`src/rtl/sf_sched_pkg.sv`:
```
/*
  Package for the superframe slot scheduler: register map, field layout,
  reset values, timing constants and enumerations.
  Assumes a symbol clock derived from ref_clk by a fixed cycle count.
*/
package sf_sched_pkg;
  // register indices on the plain register port
  localparam logic [3:0] REG_ORDER   = 4'h0; // beacon/active order, idle rx
  localparam logic [3:0] REG_MODE    = 4'h1; // operating mode, low three bits
  localparam logic [3:0] REG_MARKS   = 4'h2; // slot markers a, b, c
  localparam logic [3:0] REG_NSLOT   = 4'h3; // slot total n, free period start
  localparam logic [3:0] REG_DRIFT   = 4'h4; // signed drift trim per beacon
  localparam logic [3:0] REG_STATUS  = 4'h5; // slot, phase, flags
  localparam logic [3:0] REG_SYMLO   = 4'h6; // symbol counter

  localparam int BCN_LSB  = 0;
  localparam int SO_LSB   = 4;
  localparam int RXI_BIT  = 8;
  localparam int MODE_LSB = 0;
  localparam int BREQ_BIT = 4;
  localparam int MA_LSB   = 0;
  localparam int MB_LSB   = 8;
  localparam int MC_LSB   = 16;
  localparam int N_LSB    = 0;
  localparam int FREE_LSB = 8;

  localparam logic [3:0] ORDER_OFF   = 4'hF;
  localparam logic [3:0] ORDER_MAXBE = 4'hE;
  localparam logic [3:0] BCN_RESET   = 4'hF;
  localparam logic [3:0] SO_RESET    = 4'hF;
  localparam logic [7:0] N_RESET     = 8'h10;

  // base durations in symbols
  localparam int BASE_SLOT_SYMBOLS       = 60;
  localparam int SLOTS_PER_SUPERFRAME    = 16;
  localparam int BASE_SUPERFRAME_SYMBOLS = BASE_SLOT_SYMBOLS * SLOTS_PER_SUPERFRAME;
  localparam int BEACON_SYMBOLS          = 40;
  localparam int SIFS_SYMBOLS            = 12;
  localparam int IFS_SYMBOLS             = 40;
  // one symbol time and its cycle count at 25 MHz
  localparam int SYMBOL_NS     = 200;
  localparam int CLK_PERIOD_NS = 40;
  localparam int CYC_PER_SYM   = (SYMBOL_NS + CLK_PERIOD_NS - 1) / CLK_PERIOD_NS;

  typedef enum logic [2:0] {
    MODE_POINT, MODE_ACCESS, MODE_INFRA_BC, MODE_VEHICLE_BC, MODE_VISIBILITY
  } mode_type;

  typedef enum logic [2:0] {
    SLOT_IDLE, SLOT_BEACON, SLOT_CONTENTION, SLOT_UPLINK, SLOT_DOWNLINK,
    SLOT_DATA, SLOT_VISIBILITY
  } slot_use_type;

  typedef enum logic [1:0] {
    PH_INACTIVE, PH_BEACON, PH_CONTENTION, PH_FREE
  } phase_type;
endpackage : sf_sched_pkg

```
`src/rtl/superframe_slot_scheduler.sv`:
```
/*
  Superframe slot scheduler: symbol timing, beacon interval, active portion,
  slot counting, virtual-slot mapping per mode, guard gaps, receive accept.
  Assumes a register master on a plain strobe port and a PHY/MAC that reports
  frame reception status and a beacon request command as pulses.
*/
// The register offsets and strobed register access are this design's own decisions.
`timescale 1ns/1ps
module superframe_slot_scheduler
  import sf_sched_pkg::*;
#(
  parameter int MAX_ORDER_SHIFT = 14
) (
  input  wire logic        ref_clk,
  input  wire logic        nrst,
  input  wire logic [3:0]  regAddr,
  input  wire logic [31:0] regWrData,
  input  wire logic        regWr,
  input  wire logic        regRd,
  output logic      [31:0] regRdData,
  input  wire logic        beaconRequest,
  input  wire logic        phyRxOk,
  input  wire logic        fcsOk,
  input  wire logic        rxDone,
  input  wire logic        cmdPending,
  output logic             beaconStart,
  output logic             slotStart,
  output logic      [7:0]  slotIndex,
  output slot_use_type     slotUse,
  output logic             visibilityTx,
  output logic             guardGap,
  output logic             contentionTxOk,
  output logic             commandTxOk,
  output logic             receiverOn,
  output logic             frameReceived
);
  localparam int SYMW = 32;

  logic rstMeta_ff, rstSync_ff;
  always_ff @(posedge ref_clk or negedge nrst) begin
    if (!nrst) begin
      rstMeta_ff <= 1'b0;
      rstSync_ff <= 1'b0;
    end else begin
      rstMeta_ff <= 1'b1;
      rstSync_ff <= rstMeta_ff;
    end
  end
  wire logic rstN = rstSync_ff;

  // configuration registers
  logic [3:0] beaconOrder_ff, activeOrder_ff;
  logic       rxIdle_ff, beaconReq_ff;
  mode_type   mode_ff;
  logic [7:0] markA_ff, markB_ff, markC_ff, nSlots_ff, freeStart_ff;
  logic [7:0] drift_ff;

  always_ff @(posedge ref_clk or negedge rstN) begin
    if (!rstN) begin
      beaconOrder_ff <= BCN_RESET;
      activeOrder_ff <= SO_RESET;
      rxIdle_ff      <= 1'b0;
      mode_ff        <= MODE_POINT;
      markA_ff       <= 8'h00;
      markB_ff       <= 8'h00;
      markC_ff       <= 8'h00;
      nSlots_ff      <= N_RESET;
      freeStart_ff   <= N_RESET;
      drift_ff       <= 8'h00;
    end else if (regWr) begin
      if (regAddr == REG_ORDER) begin
        beaconOrder_ff <= regWrData[BCN_LSB +: 4];
        // active order clamped to beacon order; 15 kept as "off"
        if (regWrData[SO_LSB +: 4] == ORDER_OFF
            || regWrData[SO_LSB +: 4] <= regWrData[BCN_LSB +: 4])
          activeOrder_ff <= regWrData[SO_LSB +: 4];
        else
          activeOrder_ff <= regWrData[BCN_LSB +: 4];
        rxIdle_ff <= regWrData[RXI_BIT];
      end else if (regAddr == REG_MODE) begin
        mode_ff <= mode_type'(regWrData[MODE_LSB +: 3]);
      end else if (regAddr == REG_MARKS) begin
        markA_ff <= regWrData[MA_LSB +: 8];
        markB_ff <= regWrData[MB_LSB +: 8];
        markC_ff <= regWrData[MC_LSB +: 8];
      end else if (regAddr == REG_NSLOT) begin
        nSlots_ff   <= regWrData[N_LSB +: 8];
        freeStart_ff <= regWrData[FREE_LSB +: 8];
      end else if (regAddr == REG_DRIFT) begin
        drift_ff <= regWrData[7:0];
      end
    end
  end

  wire logic beaconEnabled = (beaconOrder_ff <= ORDER_MAXBE);
  // order 15 throws away the active order and any free period
  wire logic noActive = !beaconEnabled || (activeOrder_ff == ORDER_OFF);
  wire logic [3:0] soEff = noActive ? 4'h0 : activeOrder_ff;

  // symbol prescaler
  logic [3:0] preCnt_ff;
  wire logic symTick = (preCnt_ff == 4'(CYC_PER_SYM - 1));
  always_ff @(posedge ref_clk or negedge rstN) begin
    if (!rstN) preCnt_ff <= 4'h0;
    else preCnt_ff <= symTick ? 4'h0 : preCnt_ff + 4'h1;
  end

  // interval, active length and slot length in symbols
  wire logic [SYMW-1:0] intervalSyms =
    SYMW'(BASE_SUPERFRAME_SYMBOLS) << beaconOrder_ff;
  wire logic [SYMW-1:0] activeSyms = noActive ? SYMW'(BEACON_SYMBOLS)
    : SYMW'(BASE_SUPERFRAME_SYMBOLS) << soEff;
  wire logic [SYMW-1:0] slotSyms = SYMW'(BASE_SLOT_SYMBOLS) << soEff;
  wire logic [SYMW-1:0] trimmedInterval =
    intervalSyms + SYMW'(signed'(drift_ff));

  logic [SYMW-1:0] symCnt_ff, slotSym_ff;
  logic [7:0]      slot_ff;
  logic            running_ff, pendBeacon_ff;
  phase_type       phase_ff;

  // one-shot beacon request when beacons are off
  wire logic reqBeacon = !beaconEnabled && (beaconRequest || pendBeacon_ff);
  // a shorter interval written mid-period ends it at once, no wraparound wait
  wire logic periodEnd = beaconEnabled && running_ff && symTick
                         && (symCnt_ff >= trimmedInterval - SYMW'(1));
  wire logic startBeacon = symTick && (periodEnd
    || (beaconEnabled && !running_ff) || reqBeacon);
  wire logic activeEnd = symTick && (symCnt_ff == activeSyms - SYMW'(1));
  // the last boundary of the active portion opens no slot
  wire logic slotEnd = symTick && phase_ff != PH_INACTIVE && !activeEnd
                       && (slotSym_ff == slotSyms - SYMW'(1));

  always_ff @(posedge ref_clk or negedge rstN) begin
    if (!rstN) pendBeacon_ff <= 1'b0;
    else if (startBeacon) pendBeacon_ff <= 1'b0;
    else if (beaconRequest && !beaconEnabled) pendBeacon_ff <= 1'b1;
  end

  always_ff @(posedge ref_clk or negedge rstN) begin
    if (!rstN) begin
      symCnt_ff  <= '0;
      slotSym_ff <= '0;
      slot_ff    <= 8'h00;
      running_ff <= 1'b0;
      phase_ff   <= PH_INACTIVE;
    end else if (startBeacon) begin
      symCnt_ff  <= '0;
      slotSym_ff <= '0;
      slot_ff    <= 8'h00;
      running_ff <= beaconEnabled;
      phase_ff   <= PH_BEACON;
    end else if (symTick) begin
      symCnt_ff <= symCnt_ff + SYMW'(1);
      if (activeEnd) begin
        phase_ff <= PH_INACTIVE;
      end else if (phase_ff == PH_BEACON
                   && symCnt_ff == SYMW'(BEACON_SYMBOLS - 1)) begin
        phase_ff <= PH_CONTENTION;
      end
      if (slotEnd) begin
        slotSym_ff <= '0;
        slot_ff    <= slot_ff + 8'h01;
        if (phase_ff == PH_CONTENTION && slot_ff + 8'h01 >= freeStart_ff)
          phase_ff <= PH_FREE;
      end else if (phase_ff != PH_INACTIVE) begin
        slotSym_ff <= slotSym_ff + SYMW'(1);
      end
    end
  end

  // virtual slot mapping, slot numbers 1..n against markers
  slot_use_type nxt_use;
  wire logic [7:0] vs = slot_ff + 8'h01;
  always_comb begin
    nxt_use = SLOT_IDLE;
    if (phase_ff == PH_INACTIVE || vs > nSlots_ff) begin
      nxt_use = SLOT_IDLE;
    end else begin
      case (mode_ff)
        MODE_POINT: nxt_use = SLOT_DATA;
        MODE_ACCESS: begin
          if (vs <= markA_ff) nxt_use = SLOT_BEACON;
          else if (vs <= markB_ff) nxt_use = SLOT_CONTENTION;
          else if (vs <= markC_ff) nxt_use = SLOT_UPLINK;
          else nxt_use = SLOT_DOWNLINK;
        end
        MODE_INFRA_BC, MODE_VEHICLE_BC:
          nxt_use = (vs <= markA_ff) ? SLOT_BEACON : SLOT_DOWNLINK;
        default: nxt_use = SLOT_VISIBILITY;
      endcase
      // links kept out of the contention period, contention kept out of the free period
      if (phase_ff == PH_CONTENTION
          && (nxt_use == SLOT_UPLINK || nxt_use == SLOT_DOWNLINK))
        nxt_use = SLOT_CONTENTION;
      if (phase_ff == PH_FREE && nxt_use == SLOT_CONTENTION)
        nxt_use = SLOT_IDLE;
    end
    if (!beaconEnabled && (nxt_use == SLOT_UPLINK || nxt_use == SLOT_DOWNLINK))
      nxt_use = SLOT_IDLE;
  end

  slot_use_type prevUse_ff;
  logic [7:0]   guardCnt_ff;
  logic         slotStartNow;
  assign slotStartNow = startBeacon || slotEnd;
  // slot use turns a cycle after the boundary, so every cycle is watched
  wire logic dirFlip = prevUse_ff != nxt_use
    && ((prevUse_ff == SLOT_UPLINK && nxt_use == SLOT_DOWNLINK)
     || (prevUse_ff == SLOT_DOWNLINK && nxt_use == SLOT_UPLINK));

  always_ff @(posedge ref_clk or negedge rstN) begin
    if (!rstN) begin
      guardCnt_ff <= 8'h00;
      prevUse_ff  <= SLOT_IDLE;
    end else begin
      prevUse_ff <= nxt_use;
      if (dirFlip) guardCnt_ff <= 8'(SIFS_SYMBOLS);
      else if (symTick && guardCnt_ff != 8'h00) guardCnt_ff <= guardCnt_ff - 8'h01;
    end
  end

  // contention tx allowed only if a slot-plus-ack fits before ifs
  wire logic [SYMW-1:0] contEnd = slotSyms * SYMW'(freeStart_ff);
  wire logic contTxFits = phase_ff == PH_CONTENTION
    && symCnt_ff + slotSyms + SYMW'(IFS_SYMBOLS) <= contEnd;

  always_ff @(posedge ref_clk or negedge rstN) begin
    if (!rstN) begin
      beaconStart    <= 1'b0;
      slotStart      <= 1'b0;
      slotIndex      <= 8'h00;
      slotUse        <= SLOT_IDLE;
      visibilityTx   <= 1'b0;
      guardGap       <= 1'b0;
      contentionTxOk <= 1'b0;
      commandTxOk    <= 1'b0;
      receiverOn     <= 1'b0;
      frameReceived  <= 1'b0;
    end else begin
      beaconStart    <= startBeacon;
      // a slot start lets the phy open with the preamble, parts in fixed order
      slotStart      <= slotStartNow;
      slotIndex      <= startBeacon ? 8'h00 : (slotEnd ? slot_ff + 8'h01 : slot_ff);
      slotUse        <= nxt_use;
      // idle, contention and uplink slots keep the light on; visibility
      // frames carry headers plus pattern, the phy builds the frame body
      visibilityTx   <= nxt_use == SLOT_IDLE || nxt_use == SLOT_CONTENTION
        || nxt_use == SLOT_UPLINK || nxt_use == SLOT_VISIBILITY;
      guardGap       <= dirFlip || guardCnt_ff > 8'h01;
      contentionTxOk <= contTxFits;
      commandTxOk    <= contTxFits && cmdPending;
      receiverOn     <= beaconEnabled ? phase_ff != PH_INACTIVE
                        : rxIdle_ff;
      frameReceived  <= rxDone && phyRxOk && fcsOk;
    end
  end

  // register read, data in the following cycle
  logic [31:0] nxt_rd;
  always_comb begin
    nxt_rd = 32'h0000_0000;
    if (regAddr == REG_ORDER)
      nxt_rd = {23'h0, rxIdle_ff, activeOrder_ff, beaconOrder_ff};
    else if (regAddr == REG_MODE)
      nxt_rd = {29'h0, mode_ff};
    else if (regAddr == REG_MARKS)
      nxt_rd = {8'h00, markC_ff, markB_ff, markA_ff};
    else if (regAddr == REG_NSLOT)
      nxt_rd = {16'h0, freeStart_ff, nSlots_ff};
    else if (regAddr == REG_DRIFT)
      nxt_rd = {24'h0, drift_ff};
    else if (regAddr == REG_STATUS)
      nxt_rd = {16'h0, 3'h0, beaconEnabled, 1'b0, nxt_use, phase_ff, 1'b0,
                running_ff, slot_ff[3:0]};
    else if (regAddr == REG_SYMLO)
      nxt_rd = symCnt_ff;
  end
  always_ff @(posedge ref_clk or negedge rstN) begin
    if (!rstN) regRdData <= 32'h0000_0000;
    else regRdData <= regRd ? nxt_rd : 32'h0000_0000;
  end

  // checks
  property p_beacon_off_no_auto;
    @(posedge ref_clk) disable iff (!rstN)
    (!beaconEnabled && !beaconRequest && !pendBeacon_ff) |=> !beaconStart;
  endproperty
  a_beacon_off_no_auto: assert property (p_beacon_off_no_auto)
    else $error("beacon sent without request while beacons off");
  property p_slot0_at_beacon;
    @(posedge ref_clk) disable iff (!rstN)
    startBeacon |=> (slot_ff == 8'h00 && symCnt_ff == '0 && phase_ff == PH_BEACON);
  endproperty
  a_slot0_at_beacon: assert property (p_slot0_at_beacon)
    else $error("beacon did not restart slot 0");
  property p_rx_idle;
    @(posedge ref_clk) disable iff (!rstN)
    !beaconEnabled ##1 !beaconEnabled |-> receiverOn == $past(rxIdle_ff);
  endproperty
  a_rx_idle: assert property (p_rx_idle)
    else $error("receiver enable not following idle setting");
  property p_receipt;
    @(posedge ref_clk) disable iff (!rstN)
    frameReceived |-> $past(phyRxOk) && $past(fcsOk) && $past(rxDone);
  endproperty
  a_receipt: assert property (p_receipt)
    else $error("frame accepted without phy and check ok");
  property p_cmd_in_cont;
    @(posedge ref_clk) disable iff (!rstN)
    commandTxOk |-> $past(phase_ff) == PH_CONTENTION;
  endproperty
  a_cmd_in_cont: assert property (p_cmd_in_cont)
    else $error("command allowed outside contention");
  property p_point_data;
    @(posedge ref_clk) disable iff (!rstN)
    (mode_ff == MODE_POINT && phase_ff == PH_BEACON && vs <= nSlots_ff) |->
      nxt_use == SLOT_DATA;
  endproperty
  a_point_data: assert property (p_point_data)
    else $error("point-to-point slot not data");
  property p_free_no_contention;
    @(posedge ref_clk) disable iff (!rstN)
    phase_ff == PH_FREE |=> slotUse != SLOT_CONTENTION;
  endproperty
  a_free_no_contention: assert property (p_free_no_contention)
    else $error("contention slot in free period");
  property p_guard;
    @(posedge ref_clk) disable iff (!rstN)
    dirFlip |=> guardGap;
  endproperty
  a_guard: assert property (p_guard)
    else $error("no guard on direction change");
  property p_so_clamp;
    @(posedge ref_clk) disable iff (!rstN)
    activeOrder_ff == ORDER_OFF || activeOrder_ff <= beaconOrder_ff;
  endproperty
  a_so_clamp: assert property (p_so_clamp)
    else $error("active order above beacon order");

  c_beacon: cover property (@(posedge ref_clk) disable iff (!rstN) beaconStart);
  c_free: cover property (@(posedge ref_clk) disable iff (!rstN) phase_ff == PH_FREE);
  c_guard: cover property (@(posedge ref_clk) disable iff (!rstN) guardGap);
  c_rx: cover property (@(posedge ref_clk) disable iff (!rstN) frameReceived);
endmodule : superframe_slot_scheduler

```
`config.mk`:
```
export PLATFORM = sky130hd
export DESIGN_NAME = superframe_slot_scheduler
export DESIGN_NICKNAME = d
export VERILOG_FILES = /design/src/rtl/sf_sched_pkg.sv /design/src/rtl/superframe_slot_scheduler.sv
export SDC_FILE = /design/constraint.sdc
export NUM_CORES = 1
export LEC_CHECK = 0
export ABC_CLOCK_PERIOD_IN_PS = 14700
export CAP_MARGIN = 10
export CORE_MARGIN = 4
export CORE_UTILIZATION = 40
export CTS_CLUSTER_DIAMETER = 60
export DETAILED_ROUTE_END_ITERATION = 16
export DONT_BUFFER_PORTS = 1
export HOLD_SLACK_MARGIN = 0.06
export PLACE_DENSITY_LB_ADDON = 0.15
export SLEW_MARGIN = 0
export SYNTH_ARGS = -nofsm -noshare
export SYNTH_HDL_FRONTEND = slang
export SYNTH_SLANG_ARGS = --single-unit
```
`constraint.sdc`:
```
create_clock -name ref_clk -period 14.7 [get_ports ref_clk]
set_clock_uncertainty 0.05 [all_clocks]
set_input_delay 0.735 -clock ref_clk [delete_from_list [all_inputs] [get_ports ref_clk]]
set_output_delay 0.735 -clock ref_clk [all_outputs]
set_load 0.02 [all_outputs]
```
==> qor.txt <==
Lkg Pwr: 11.06 nW
Power per cell area: 191.6 nW/µm²
Worst Tran Pin Value: 1028 ps
Area after DPL: 22000 µm²
Nets: 2831
TritonCTS Sinks: 201
Initial Utilization: 40.62%
Fraction of layout cells with a size suffix above 1: 7.752%
Clock Power Share: 15.3%
Placed cells: 3090
Maximum clock path buffer count: 3
Seq/Total Area, Yosys: 23.53%
Worst Reg-to-Reg Cells: 31
Vias per cell: 5.731
Routed Antenna Nets: 0
Peak supply drop: 0.1843 mV
Top delay family on crit path: adder cells
Final setup viols: 0
Die Y: 239.5 µm
Largest net degree at the start of global routing: 76
CP endpoint kind: flop
Yosys warns: 0
Diode count: 0
Status: finished, final reports clean
Reg-to-reg endpoint: commandTxOk
Post-route cell area: 22930 µm²
Combinational share of power: 67.1%
GRT Resource Usage Total: 23.16%
Ys async rst share: 100.0%
First drt pass iteration count: 6
Hold path depth: 1
Layout fillers: 5319
Worst slew margin: 31.08%
Grt ovf: 0
Synth unique cells: 101
Post-Syn Area: 21430 µm²
Via Count: 17990
DRC viols: 0
Rows: 84
Worst Hold Class: in -> reg
Fin crit share: 66.12%
Root buffer cell: clkbuf_16
Setup tns final: 0 ps
Startpoint Class: flop
MaxCap Viol Count: 0
RSZ-0062 raised after global routing: false
Initial DRC Count: 1276
Die ar.: 57350 µm²
Post-CTS setup buffer count: 0
Top Ports: 96
Critical Path RT: 15100 ps
Max incr delay on CP: 1010 ps
CTS tree: yes
Slew Limit Fails: 0
IO buf count: 0
Critical Path AT: 10120 ps
Switching part of the total: 48.89%
CP Max Fanout: 37
Global-route wire length before repair: 104500 µm
Achievable frequency: 102.9 MHz
Reg2Reg Setup Slack: 4980 ps
Initial antenna violation count: 1
Final std cells w/o fill: 3139
CTS Buf Count: 26
Critical path class: reg -> reg
Post-Route WL: 66690 µm
Multi-input combinational cell area: 14870 µm²
Core Area: 52760 µm²
Flop pwr share: 17.5%
Area delta synth->final: 7.005%
Final Hold Viols: 0
Final estimated routing congestion in global placement: 0.9053
FF/Latch Area: 5046 µm²
Slowest-stage cell, CP: dfstp_2
Clk Latency, worst-skew pair: 540 ps
FF+latch count, synth: 201
Minimum clock period: 9720 ps
Final HPWL DP: 51360 µm
Die width: 239.5 µm
Synth Area per Inst: 8.670 µm²
H-tree depth: 1
Top_reg_cell synth: dfrtp_1
Vias in the first global route: 18210
Routed wire per std cell: 21.24 µm
Hold Crit Endpoint: regRdData[3]
Worst hold start: regAddr[2]
Int Pwr: 2.246 mW
Synth Instances: 2472
CP Buf/Inv Count: 5
Final core utilization: 43.47%
Switching power: 2.149 mW
Count of flip-flops with a built-in enable after synthesis: 0
Clock transition at path regs: 60 ps
Launch point of the worst reg-to-reg path: activeOrder_ff[1]
[registers in the layout (all words and copies together), names as in the netlist, 8 cells and up]
register	flops
slotIndex	8
symCnt_ff	32
guardCnt_ff	8
regRdData	32
markB_ff	8
slot_ff	8
slotSym_ff	32
nSlots_ff	8
freeStart_ff	8
drift_ff	8
markA_ff	8
markC_ff	8
[cell usage after synthesis, types with 7 or more instances]
cell type	number	area share, %
inv_1	270	4.7
ha_1	250	15
nand2_1	199	3.5
nor2_1	196	3.4
dfrtp_1	191	22
o21ai_0	128	3.0
a21oi_1	122	2.8
fa_1	105	9.8
nor3_1	82	1.9
xnor2_1	82	3.4
xor2_1	79	3.2
clkbuf_1	75	1.3
nand3_1	56	1.3
and3_1	53	1.5
a21o_1	38	1.3
mux2_2	30	1.6
nand2b_1	29	0.85
nor2_4	29	1.5
nand4_1	28	0.82
and2_1	25	0.73
mux2i_1	24	1.1
nor2b_1	24	0.70
nor4_1	23	0.67
o21bai_1	20	0.70
o21a_1	19	0.67
a22oi_1	17	0.60
a211oi_1	15	0.53
a31oi_1	14	0.41
o211ai_1	14	0.49
or3_1	12	0.35
dfstp_2	10	1.2
and4_1	9	0.37
buf_6	9	0.47
nand3b_1	9	0.32
a2111oi_0	8	0.33
a221oi_1	8	0.33
or2_2	8	0.23
buf_1	7	0.12
buf_4	7	0.25
[worst max-delay path by stage]
| stage | from | to | cells past startpoint |
|---|---|---|---|
| 2_1_floorplan | beaconOrder_ff[2] | commandTxOk | 33 |
| 3_3_place_gp | activeOrder_ff[1] | commandTxOk | 31 |
| 3_5_place_dp | activeOrder_ff[1] | commandTxOk | 31 |
| 4_1_cts | activeOrder_ff[1] | commandTxOk | 31 |
| 5_1_grt | activeOrder_ff[1] | commandTxOk | 31 |
| 6_report | activeOrder_ff[1] | commandTxOk | 31 |
[kinds of logic after synthesis]
kind of cell / synth area share, %
simple gates: 19.87
compound gates: 15.35
buf+inv: 7.333
fa+ha+maj: 24.40
flops: 23.53
xor+xnor: 6.579
mux: 2.907
other cells: 0.03504
[power groups by stage]
| stage | combinational (mW) | sequential [mW] | clock (mW) |
|---|---|---|---|
| 6_report | 2.95 | 0.770 | 0.674 |
| 4_1_cts | 2.98 | 0.768 | 0.688 |
| 2_1_floorplan | 2.26 | 0.704 | 0 |
| 3_5_place_dp | 2.96 | 0.777 | 0 |
| 5_1_grt | 3.39 | 0.779 | 0.712 |
| 3_3_place_gp | 2.91 | 0.775 | 0 |
[layout make-up]
cell class	count	area share [%]
Sequential cell	201	22.00
Multi-Input combinational cell	1901	64.83
Timing Repair Buffer	28	0.9275
Clock inverter	13	0.7693
Tap cell	688	3.754
Clock buffer	35	3.252
Inverter	273	4.468
[cells in the final DEF (no fill, tap or decap), types with 53 or more instances in the layout]
cell type    n
nor3_1      82
and3_1      53
fa_1       105
nand2_1    199
o21ai_0    128
a21oi_1    122
ha_1       250
inv_1      270
dfrtp_1    190
xor2_1      79
nand3_1     56
nor2_1     195
xnor2_1     82
[per-layer routing]
metal,GRT usage [%],wire length (µm)
met2,38.97,31450
met4,7.986,2399
met3,3.742,4270
met5,0,0
met1,30.40,28570
[repair_timing]
item	CTS	global route
endpoints found under the hold margin	2	0
gates resized for setup	0	0
hold buffers	1	0
[per-stage QoR]
stage / worst slack, ps / power, mW / hold WS, ps
finish: 4980 / 4.394 / 247.7
CTS: 5162 / 4.440 / 226.6
global placement: 5263 / 3.684 / 296.9
detailed placement: 5209 / 3.740 / 297.3
global route: 4409 / 4.882 / 221.3
floorplan: 6871 / 2.967 / 281.2
Note: power is estimated with default switching activity, not from simulation.
